[src/ata_cmd_defs.vh]
// constants for the ata command acceptance block
`ifndef ATA_CMD_DEFS_VH
`define ATA_CMD_DEFS_VH
// task-file offsets
`define OFS_DATA 3'h0
`define OFS_FEATURE 3'h1
`define OFS_SECCNT 3'h2
`define OFS_SECNUM 3'h3
`define OFS_CYLLO 3'h4
`define OFS_CYLHI 3'h5
`define OFS_DRVHD 3'h6
`define OFS_CMD 3'h7
// status, device control and drive/head bits
`define ST_BUSY 7
`define ST_RDY 6
`define ST_DSC 4
`define ST_DRQ 3
`define ST_ERR 0
`define DC_NIEN 1
`define DC_SRST 2
`define DH_LBA 6
`define DH_DRV 4
// classes
`define CLS_BAD 2'h0
`define CLS_1 2'h1
`define CLS_2 2'h2
`define CLS_3 2'h3
// timing, at 25 MHz (40 ns), and register reset values
`define CLK_NS 40
`define BUSY_NS 400
`define DRQ2_US 700
`define DRQ3_MS 20
`define BUSY_CYC ((`BUSY_NS) / (`CLK_NS))
`define DRQ2_CYC 20'h0445c
`define DRQ3_CYC 20'h7a120
`define SECCNT_RST 8'h01
`define DRVHD_RST 8'ha0
`define WORK_CYC 20'h00004
// result values
`define SC_SLEEP 8'h00
`define SC_IDLE 8'hff
`define DIAG_OK 8'h01
`define ERR_ABORT 8'h04
`endif

[src/ata_command_acceptance.v]
// command acceptance and decode logic behind the ata task file
`timescale 1ns/1ps
`include "ata_cmd_defs.vh"
// Overview of operation
// - class 1 sets busy within 400 ns
// - class 2: busy, data request by 700 us
// - class 3: busy, data request by 20 ms
// - decode write codes as class 2
// - write multiple codes are class 3
// - read commands decode as class 1
// - setup and seek codes decode as class 1
// - power codes with alternates are class 1
// - non-standard translate, wear, sense are class 1
// - diagnostic, identify, erase decode as class 1
// - drive-only commands ignore head field
// - check power while sleeping returns 00h
// - check power while idle returns ffh
// - diagnostic result code into error register
// - write without erase behaves as write
// - lba bit selects address layout
// - completion interrupt gated by disable bit
// - error flag set after failed command
module ata_command_acceptance #(
  parameter [19:0] DRQ3_CYCLES = `DRQ3_CYC
) (
  // clock and reset
  input wire clk_sys,
  input wire rstn,
  // task-file register port
  input wire [2:0] reg_addr,
  input wire [7:0] reg_wdata,
  input wire reg_wr,
  input wire reg_rd,
  input wire ctl_wr,
  input wire [7:0] ctl_wdata,
  output reg [7:0] reg_rdata_ff,
  // buffer, power and diagnostic state from the card core
  input wire buf_done,
  input wire power_sleep,
  input wire [7:0] diag_code,
  // decoded command to the card core
  output reg cmd_start_ff,
  output reg [7:0] cmd_code_ff,
  output reg [1:0] cmd_class_ff,
  output reg [27:0] cmd_lba_ff,
  output reg cmd_lba_mode_ff,
  output reg cmd_drive_ff,
  output reg [3:0] cmd_head_ff,
  output reg [7:0] cmd_count_ff,
  output reg [7:0] cmd_feature_ff,
  output reg cmd_erase_first_ff,
  // host interrupt and status
  output reg host_irq_ff,
  output reg busy_flag_ff,
  output reg data_request_flag_ff
);
  localparam [2:0] S_IDLE = 3'h0;
  localparam [2:0] S_BUSY1 = 3'h1;
  localparam [2:0] S_SETUP = 3'h2;
  localparam [2:0] S_DRQ = 3'h3;
  localparam [2:0] S_DONE = 3'h4;

  reg rst_meta_ff;
  reg rst_sync_ff;
  wire rst_n = rst_sync_ff;
  always @(posedge clk_sys or negedge rstn) begin
    if (!rstn) begin
      rst_meta_ff <= 1'b0;
      rst_sync_ff <= 1'b0;
    end else begin
      rst_meta_ff <= 1'b1;
      rst_sync_ff <= rst_meta_ff;
    end
  end

  function [1:0] decode_class;
    input [7:0] c;
    begin
      decode_class = `CLS_BAD;
      case (c)
        8'h50: decode_class = `CLS_2;
        8'he8: decode_class = `CLS_2;
        8'h32, 8'h33: decode_class = `CLS_2;
        8'h30, 8'h31: decode_class = `CLS_2;
        8'h38: decode_class = `CLS_2;
        8'h3c: decode_class = `CLS_2;
        8'hc5: decode_class = `CLS_3;
        8'hcd: decode_class = `CLS_3;
        8'h20, 8'h21: decode_class = `CLS_1;
        8'hc4: decode_class = `CLS_1;
        8'h22, 8'h23: decode_class = `CLS_1;
        8'h40, 8'h41: decode_class = `CLS_1;
        8'he4: decode_class = `CLS_1;
        8'h91: decode_class = `CLS_1;
        8'hef: decode_class = `CLS_1;
        8'hc6: decode_class = `CLS_1;
        8'he5, 8'h98: decode_class = `CLS_1;
        8'he3, 8'h97: decode_class = `CLS_1;
        8'he1, 8'h95: decode_class = `CLS_1;
        8'he6, 8'h99: decode_class = `CLS_1;
        8'he2, 8'h96: decode_class = `CLS_1;
        8'he0, 8'h94: decode_class = `CLS_1;
        8'h87: decode_class = `CLS_1;
        8'hf5: decode_class = `CLS_1;
        8'h03: decode_class = `CLS_1;
        8'h90: decode_class = `CLS_1;
        8'hec: decode_class = `CLS_1;
        8'hc0: decode_class = `CLS_1;
        default: begin
          if (c[7:4] == 4'h1 || c[7:4] == 4'h7)
            decode_class = `CLS_1;
        end
      endcase
    end
  endfunction

  // commands whose drive/head byte carries only the drive bit
  function drive_only;
    input [7:0] c;
    begin
      case (c)
        8'he5, 8'h98: drive_only = 1'b1;
        8'h90: drive_only = 1'b1;
        8'hec: drive_only = 1'b1;
        8'he3, 8'h97: drive_only = 1'b1;
        8'he1, 8'h95: drive_only = 1'b1;
        8'he4: drive_only = 1'b1;
        8'h03: drive_only = 1'b1;
        8'hef: drive_only = 1'b1;
        8'hc6: drive_only = 1'b1;
        8'he6, 8'h99: drive_only = 1'b1;
        8'he2, 8'h96: drive_only = 1'b1;
        8'he0, 8'h94: drive_only = 1'b1;
        8'he8: drive_only = 1'b1;
        default: drive_only = (c[7:4] == 4'h1);
      endcase
    end
  endfunction

  function uses_count;
    input [7:0] c;
    begin
      case (c)
        8'hc0: uses_count = 1'b1;
        8'h50: uses_count = 1'b1;
        8'he3, 8'h97: uses_count = 1'b1;
        8'h91: uses_count = 1'b1;
        8'hc4: uses_count = 1'b1;
        8'h20, 8'h21: uses_count = 1'b1;
        8'h40, 8'h41: uses_count = 1'b1;
        8'hc6: uses_count = 1'b1;
        8'h87: uses_count = 1'b1;
        8'hc5: uses_count = 1'b1;
        8'hcd: uses_count = 1'b1;
        8'h30, 8'h31: uses_count = 1'b1;
        8'h38: uses_count = 1'b1;
        8'h3c: uses_count = 1'b1;
        default: uses_count = 1'b0;
      endcase
    end
  endfunction

  // check power mode, either alternate code
  function check_power;
    input [7:0] c;
    begin
      check_power = (c == 8'he5) || (c == 8'h98);
    end
  endfunction

  // write classes always erase first, even the no-erase codes
  function erase_first;
    input [1:0] k;
    begin
      erase_first = (k == `CLS_2) || (k == `CLS_3);
    end
  endfunction

  reg [7:0] feature_param_ff;
  reg [7:0] sector_count_param_ff;
  reg [7:0] sector_number_param_ff;
  reg [7:0] cylinder_low_param_ff;
  reg [7:0] cylinder_high_param_ff;
  reg [7:0] drive_head_select_ff;
  reg [7:0] error_ff;
  reg err_flag_ff;
  reg interrupt_disable_bit_ff;
  reg srst_ff;
  reg pend_irq_ff;
  reg [2:0] state_ff;
  reg [19:0] cnt_ff;
  reg [7:0] result_sc_ff;
  reg result_sc_ld_ff;

  wire cmd_wr = reg_wr && reg_addr == `OFS_CMD;
  wire status_rd = reg_rd && reg_addr == `OFS_CMD;
  wire [1:0] cls = decode_class(reg_wdata);
  wire [7:0] status = {busy_flag_ff, ~busy_flag_ff, 1'b0, ~busy_flag_ff, data_request_flag_ff, 2'b00, err_flag_ff};

  // device control: disable bit and soft reset
  always @(posedge clk_sys or negedge rst_n) begin
    if (!rst_n) begin
      interrupt_disable_bit_ff <= 1'b0;
      srst_ff <= 1'b0;
    end else if (ctl_wr) begin
      interrupt_disable_bit_ff <= ctl_wdata[`DC_NIEN];
      srst_ff <= ctl_wdata[`DC_SRST];
    end
  end

  // parameter registers, writes ignored while busy
  always @(posedge clk_sys or negedge rst_n) begin
    if (!rst_n) begin
      feature_param_ff <= 8'h00;
      sector_count_param_ff <= `SECCNT_RST;
      sector_number_param_ff <= 8'h01;
      cylinder_low_param_ff <= 8'h00;
      cylinder_high_param_ff <= 8'h00;
      drive_head_select_ff <= `DRVHD_RST;
    end else if (result_sc_ld_ff) begin
      sector_count_param_ff <= result_sc_ff;
    end else if (reg_wr && !busy_flag_ff) begin
      case (reg_addr)
        `OFS_FEATURE: feature_param_ff <= reg_wdata;
        `OFS_SECCNT: sector_count_param_ff <= reg_wdata;
        `OFS_SECNUM: sector_number_param_ff <= reg_wdata;
        `OFS_CYLLO: cylinder_low_param_ff <= reg_wdata;
        `OFS_CYLHI: cylinder_high_param_ff <= reg_wdata;
        `OFS_DRVHD: drive_head_select_ff <= reg_wdata;
        default: ;
      endcase
    end
  end

  // read mux
  always @(posedge clk_sys or negedge rst_n) begin
    if (!rst_n) begin
      reg_rdata_ff <= 8'h00;
    end else if (reg_rd) begin
      case (reg_addr)
        `OFS_FEATURE: reg_rdata_ff <= error_ff;
        `OFS_SECCNT: reg_rdata_ff <= sector_count_param_ff;
        `OFS_SECNUM: reg_rdata_ff <= sector_number_param_ff;
        `OFS_CYLLO: reg_rdata_ff <= cylinder_low_param_ff;
        `OFS_CYLHI: reg_rdata_ff <= cylinder_high_param_ff;
        `OFS_DRVHD: reg_rdata_ff <= drive_head_select_ff;
        `OFS_CMD: reg_rdata_ff <= status;
        default: reg_rdata_ff <= 8'h00;
      endcase
    end
  end

  // acceptance sequencer
  always @(posedge clk_sys or negedge rst_n) begin
    if (!rst_n) begin
      state_ff <= S_IDLE;
      cnt_ff <= 20'h00000;
      busy_flag_ff <= 1'b0;
      data_request_flag_ff <= 1'b0;
      err_flag_ff <= 1'b0;
      error_ff <= `DIAG_OK;
      pend_irq_ff <= 1'b0;
      host_irq_ff <= 1'b0;
      cmd_start_ff <= 1'b0;
      cmd_code_ff <= 8'h00;
      cmd_class_ff <= `CLS_BAD;
      cmd_lba_ff <= 28'h0000000;
      cmd_lba_mode_ff <= 1'b0;
      cmd_drive_ff <= 1'b0;
      cmd_head_ff <= 4'h0;
      cmd_count_ff <= 8'h00;
      cmd_feature_ff <= 8'h00;
      cmd_erase_first_ff <= 1'b0;
      result_sc_ff <= 8'h00;
      result_sc_ld_ff <= 1'b0;
    end else begin
      cmd_start_ff <= 1'b0;
      pend_irq_ff <= 1'b0;
      result_sc_ld_ff <= 1'b0;
      host_irq_ff <= (pend_irq_ff || (host_irq_ff && !status_rd)) && !interrupt_disable_bit_ff;
      if (srst_ff) begin
        state_ff <= S_IDLE;
        busy_flag_ff <= 1'b0;
        data_request_flag_ff <= 1'b0;
        host_irq_ff <= 1'b0;
      end else begin
        case (state_ff)
          S_IDLE: begin
            if (cmd_wr && !busy_flag_ff) begin
              cmd_code_ff <= reg_wdata;
              cmd_class_ff <= cls;
              cmd_feature_ff <= feature_param_ff;
              cmd_count_ff <= uses_count(reg_wdata) ? sector_count_param_ff : 8'h00;
              cmd_drive_ff <= drive_head_select_ff[`DH_DRV];
              cmd_head_ff <= drive_only(reg_wdata) ? 4'h0 : drive_head_select_ff[3:0];
              cmd_lba_mode_ff <= drive_head_select_ff[`DH_LBA];
              cmd_lba_ff <= {drive_head_select_ff[3:0], cylinder_high_param_ff,
                             cylinder_low_param_ff, sector_number_param_ff};
              cmd_erase_first_ff <= erase_first(cls);
              cnt_ff <= 20'h00000;
              data_request_flag_ff <= 1'b0;
              if (cls == `CLS_BAD) begin
                err_flag_ff <= 1'b1;
                error_ff <= `ERR_ABORT;
                pend_irq_ff <= 1'b1;
              end else begin
                busy_flag_ff <= 1'b1;
                err_flag_ff <= 1'b0;
                cmd_start_ff <= 1'b1;
                state_ff <= (cls == `CLS_1) ? S_BUSY1 : S_SETUP;
              end
            end
          end
          S_BUSY1: begin
            cnt_ff <= cnt_ff + 20'h00001;
            if (cnt_ff == `WORK_CYC) begin
              if (check_power(cmd_code_ff)) begin
                result_sc_ff <= power_sleep ? `SC_SLEEP : `SC_IDLE;
                result_sc_ld_ff <= 1'b1;
              end
              if (cmd_code_ff == 8'h90)
                error_ff <= diag_code;
              state_ff <= S_DONE;
            end
          end
          S_SETUP: begin
            cnt_ff <= cnt_ff + 20'h00001;
            if (buf_done || cnt_ff == (((cmd_class_ff == `CLS_2) ? `DRQ2_CYC : DRQ3_CYCLES) - 20'h00001)) begin
              data_request_flag_ff <= 1'b1;
              state_ff <= S_DRQ;
            end
          end
          S_DRQ: begin
            busy_flag_ff <= 1'b0;
            state_ff <= S_IDLE;
          end
          S_DONE: begin
            busy_flag_ff <= 1'b0;
            pend_irq_ff <= 1'b1;
            state_ff <= S_IDLE;
          end
          default: state_ff <= S_IDLE;
        endcase
      end
    end
  end
endmodule

[config.mk]
export PLATFORM = sky130hd
export DESIGN_NAME = ata_command_acceptance
export DESIGN_NICKNAME = d
export VERILOG_FILES = /design/src/ata_command_acceptance.v
export VERILOG_INCLUDE_DIRS = /design/src
export SDC_FILE = /design/constraint.sdc
export NUM_CORES = 1
export LEC_CHECK = 0
export BUFFER_PORTS_ARGS = -buffer_cell sky130_fd_sc_hd__buf_2
export CAP_MARGIN = 5
export CORE_ASPECT_RATIO = 1.1
export CORE_MARGIN = 3
export CORE_UTILIZATION = 35
export DETAILED_ROUTE_END_ITERATION = 12
export GPL_ROUTABILITY_DRIVEN = 0
export PLACE_DENSITY = 0.5
export SLEW_MARGIN = 20
export SYNTH_ARGS = -nofsm -noshare
export SYNTH_HDL_FRONTEND = slang
export SYNTH_SLANG_ARGS = --single-unit
[constraint.sdc]
create_clock -name clk_sys -period 14.7 [get_ports clk_sys]
set_input_delay 0.735 -clock clk_sys [delete_from_list [all_inputs] [get_ports clk_sys]]
set_output_delay 0.735 -clock clk_sys [all_outputs]
set_load 0.02 [all_outputs]
==> results_dict.tcl <==
set metrics [dict create \
    dpl.hpwl_mm 13.9 \
    cts_hold_buffers 0 \
    antennaDiodeCount 0 \
    p_per_area_nw_per_um2 190 \
    drc 0 \
    postLayoutCellArea_um2 8870 \
    reg2regPathDepth 8 \
    hold_violations 0 \
    die_h_um 159 \
    synthFlopType "dfrtp_1" \
    cp_data_arrival_time_ns 3.34 \
    grt_max_degree 84 \
    synthArstFlopShare 1.00 \
    finalSetupViolCount 0 \
    cp_max_fo 68 \
    die_w_um 145 \
    worstReg2RegStart "state_ff[2]" \
    synth-edff-count 0 \
    ys_types 67 \
    slew_violations 0 \
    ys_seq_area_frac 0.536 \
    slew_headroom 0.345 \
    totalWireLength_mm 20.4 \
    grt_pass1_wl_mm 33.5 \
    wl_per_cell_um 18.2 \
    ys_ff_latch 160 \
    hold_class "input port to async pin" \
    cts_resized 0 \
    cts.sinks 160 \
    core-area_um2 20800 \
    drt_iter0_markers 423 \
    finalClockSkew_ns 0.00851 \
    period_needed_ns 3.04 \
    path_clk_slew_ns 0.06 \
    area_delta_synth_final_pct 18.4 \
    cts_buffers 17 \
    clk_latency_ns 0.42 \
    drv_cap 0 \
    numPortBuffers 100 \
    rsz0062_at_grt "false" \
    dr.pass1.iters 5 \
    clock_path_buffers 2 \
    start_util 0.360 \
    critPathLaunchType "input port" \
    fin_tns_setup_ns 0 \
    boundaryPins 107 \
    place_area_um2 8210 \
    timing.fmax_mhz 329 \
    required_ns 15.00 \
    h-tree-depth 4 \
    peakVddDrop_mv 0.0930 \
    syn_nets 782 \
    grt_pass1_vias 6218 \
    grt-ovfl-total 0 \
    num_rows 55 \
    antenna_found_initial 0 \
    syn_avg_cell_area_um2 10.0 \
    layout-drive-gt1-share 0.246 \
    cts_root_buf "clkbuf_16" \
    outcome "completed" \
    worstSetupEndpointType "register" \
    cts_tree "built" \
    syn_area_um2 7490 \
    critPathKind "input port to register" \
    die_area_um2 23200 \
    ant_nets 0 \
    post_cts_buffers 0 \
    track_usage 0.179 \
    r2r_slack_ns 11.79 \
    yosysWarnings 0 \
    via_per_inst 5.31 \
    worst_pin_slew_ns 0.982 \
    reg2reg_to "error_ff[2]" \
    layout.nets 861 \
    p_leak_uw 0.00427 \
    via_count 5968 \
    min_period_over_period 0.207 \
    syn_inst 746 \
]
## cell usage in the layout, fill, tap and decap left out, drive strengths merged, types with 4 or more instances in the layout
cell and n:
mux4 4, nand4 6, nor2b 12, clkbuf 22, inv 21, nor4b 6
dfstp 5, a22oi 11, nand2b 4, o21ai 25, a22o 20, dfrtp 155
clkinv 4, nand2 180, mux2i 5, a21oi 26, mux2 45, nor2 45
buf 104, and3 9, o22ai 9, nor4 9, xor2 10, bufinv 5
nor3 14, o31ai 5, nand3 22, or3 5
## metrics by stage
step | cells | util | power (µW) | hold WS [ns] | setup slack (ns)
final | 1123 | 0.427 | 1680 | 0.0821 | 11.66
after global routing | 1123 | 0.427 | 1780 | 0.0608 | 11.38
after floorplan | 746 | - | 1030 | 0.331 | 9.92
after detailed placement | 1090 | 0.395 | 1210 | 0.346 | 11.18
after CTS | 1122 | 0.426 | 1700 | 0.0616 | 11.62
after global placement | 1090 | 0.395 | 1200 | 0.338 | 11.28
## synthesized netlist by cell type (all sizes together), types with 4 or more instances
master | number | area share
nor3 | 14 | 0.011
o22ai | 9 | 0.0075
a22o | 20 | 0.023
dfrtp | 155 | 0.52
nor4 | 9 | 0.010
nand3 | 22 | 0.015
inv | 21 | 0.011
nor2 | 45 | 0.023
mux4 | 4 | 0.012
or3 | 5 | 0.0048
o21ai | 25 | 0.017
xor2 | 10 | 0.012
mux2 | 45 | 0.068
buf | 14 | 0.0089
nor4b | 6 | 0.0099
a22oi | 11 | 0.011
nand4 | 6 | 0.0050
clkbuf | 30 | 0.015
nor2b | 12 | 0.010
a21oi | 26 | 0.017
o31ai | 5 | 0.0050
nand2b | 4 | 0.0033
and3 | 9 | 0.0075
nand2 | 180 | 0.090
dfstp | 5 | 0.018
mux2i | 5 | 0.0067
## area by class of cell
type                            instances  area (µm²)
Clock buffer                           22         454
Clock inverter                         10         185
Fill cell                            2083       11900
Inverter                               21        78.8
Multi-Input combinational cell        521        3240
Sequential cell                       160        4010
Tap cell                              285         357
Timing Repair Buffer                  104         543
## metal layers
metal  wire length (µm)  vias to the layer above  GRT usage
li1                   -                     2753          -
met1               9120                     3002      0.234
met2               9800                      180      0.290
met3               1000                       33     0.0401
met4                483                        0     0.0717
met5                  0                        -          0
## cell families after synthesis
| kind of cell | count (synthesis) | synth area share |
|---|---|---|
| xor gates and xnor gates | 12 | 0.0140 |
| adders and majority gates | 2 | 0.00334 |
| buffers and inverters | 65 | 0.0344 |
| other | 1 | 0.000501 |
| DFF | 160 | 0.536 |
| AOI/OAI and AO/OA | 122 | 0.115 |
| and+or+nand+nor | 330 | 0.210 |
| muxes | 54 | 0.0864 |
## how the worst max path moves through the flow
stage / end / slack (ns) / from
after floorplan: busy_flag_ff / 9.92 / rst_n
after global placement: error_ff[2] / 11.28 / reg_addr[1]
after detailed placement: cmd_count_ff[3] / 11.18 / reg_addr[1]
after CTS: error_ff[2] / 11.62 / reg_addr[1]
after global routing: error_ff[2] / 11.38 / reg_addr[1]
final: error_ff[2] / 11.66 / reg_addr[1]
## worst max-delay path, cell delays in order
cell	delay, ns
buf_2	0.44
nand3b_1	0.38
nor3_2	0.24
buf_4	0.59
o2bb2ai_2	0.16
nor4b_4	0.49
nor2b_1	0.22
a21oi_1	0.06
## registers in the layout, indices dropped and copies added, names as in the netlist, 8 cells and up
signal,flops
cmd_count_ff,8
reg_rdata_ff,8
cmd_code_ff,8
cnt_ff,20
cylinder_high_param_ff,8
sector_number_param_ff,8
feature_param_ff,8
cmd_feature_ff,8
cylinder_low_param_ff,8
sector_count_param_ff,8
cmd_lba_ff,28
error_ff,8
drive_head_select_ff,8
## report_power, final
group,internal [µW],switching [µW]
clock network,306,174
registers,599,136
logic,191,274
total,1100,585
No activity file was read; power rests on OpenSTA's default activity.
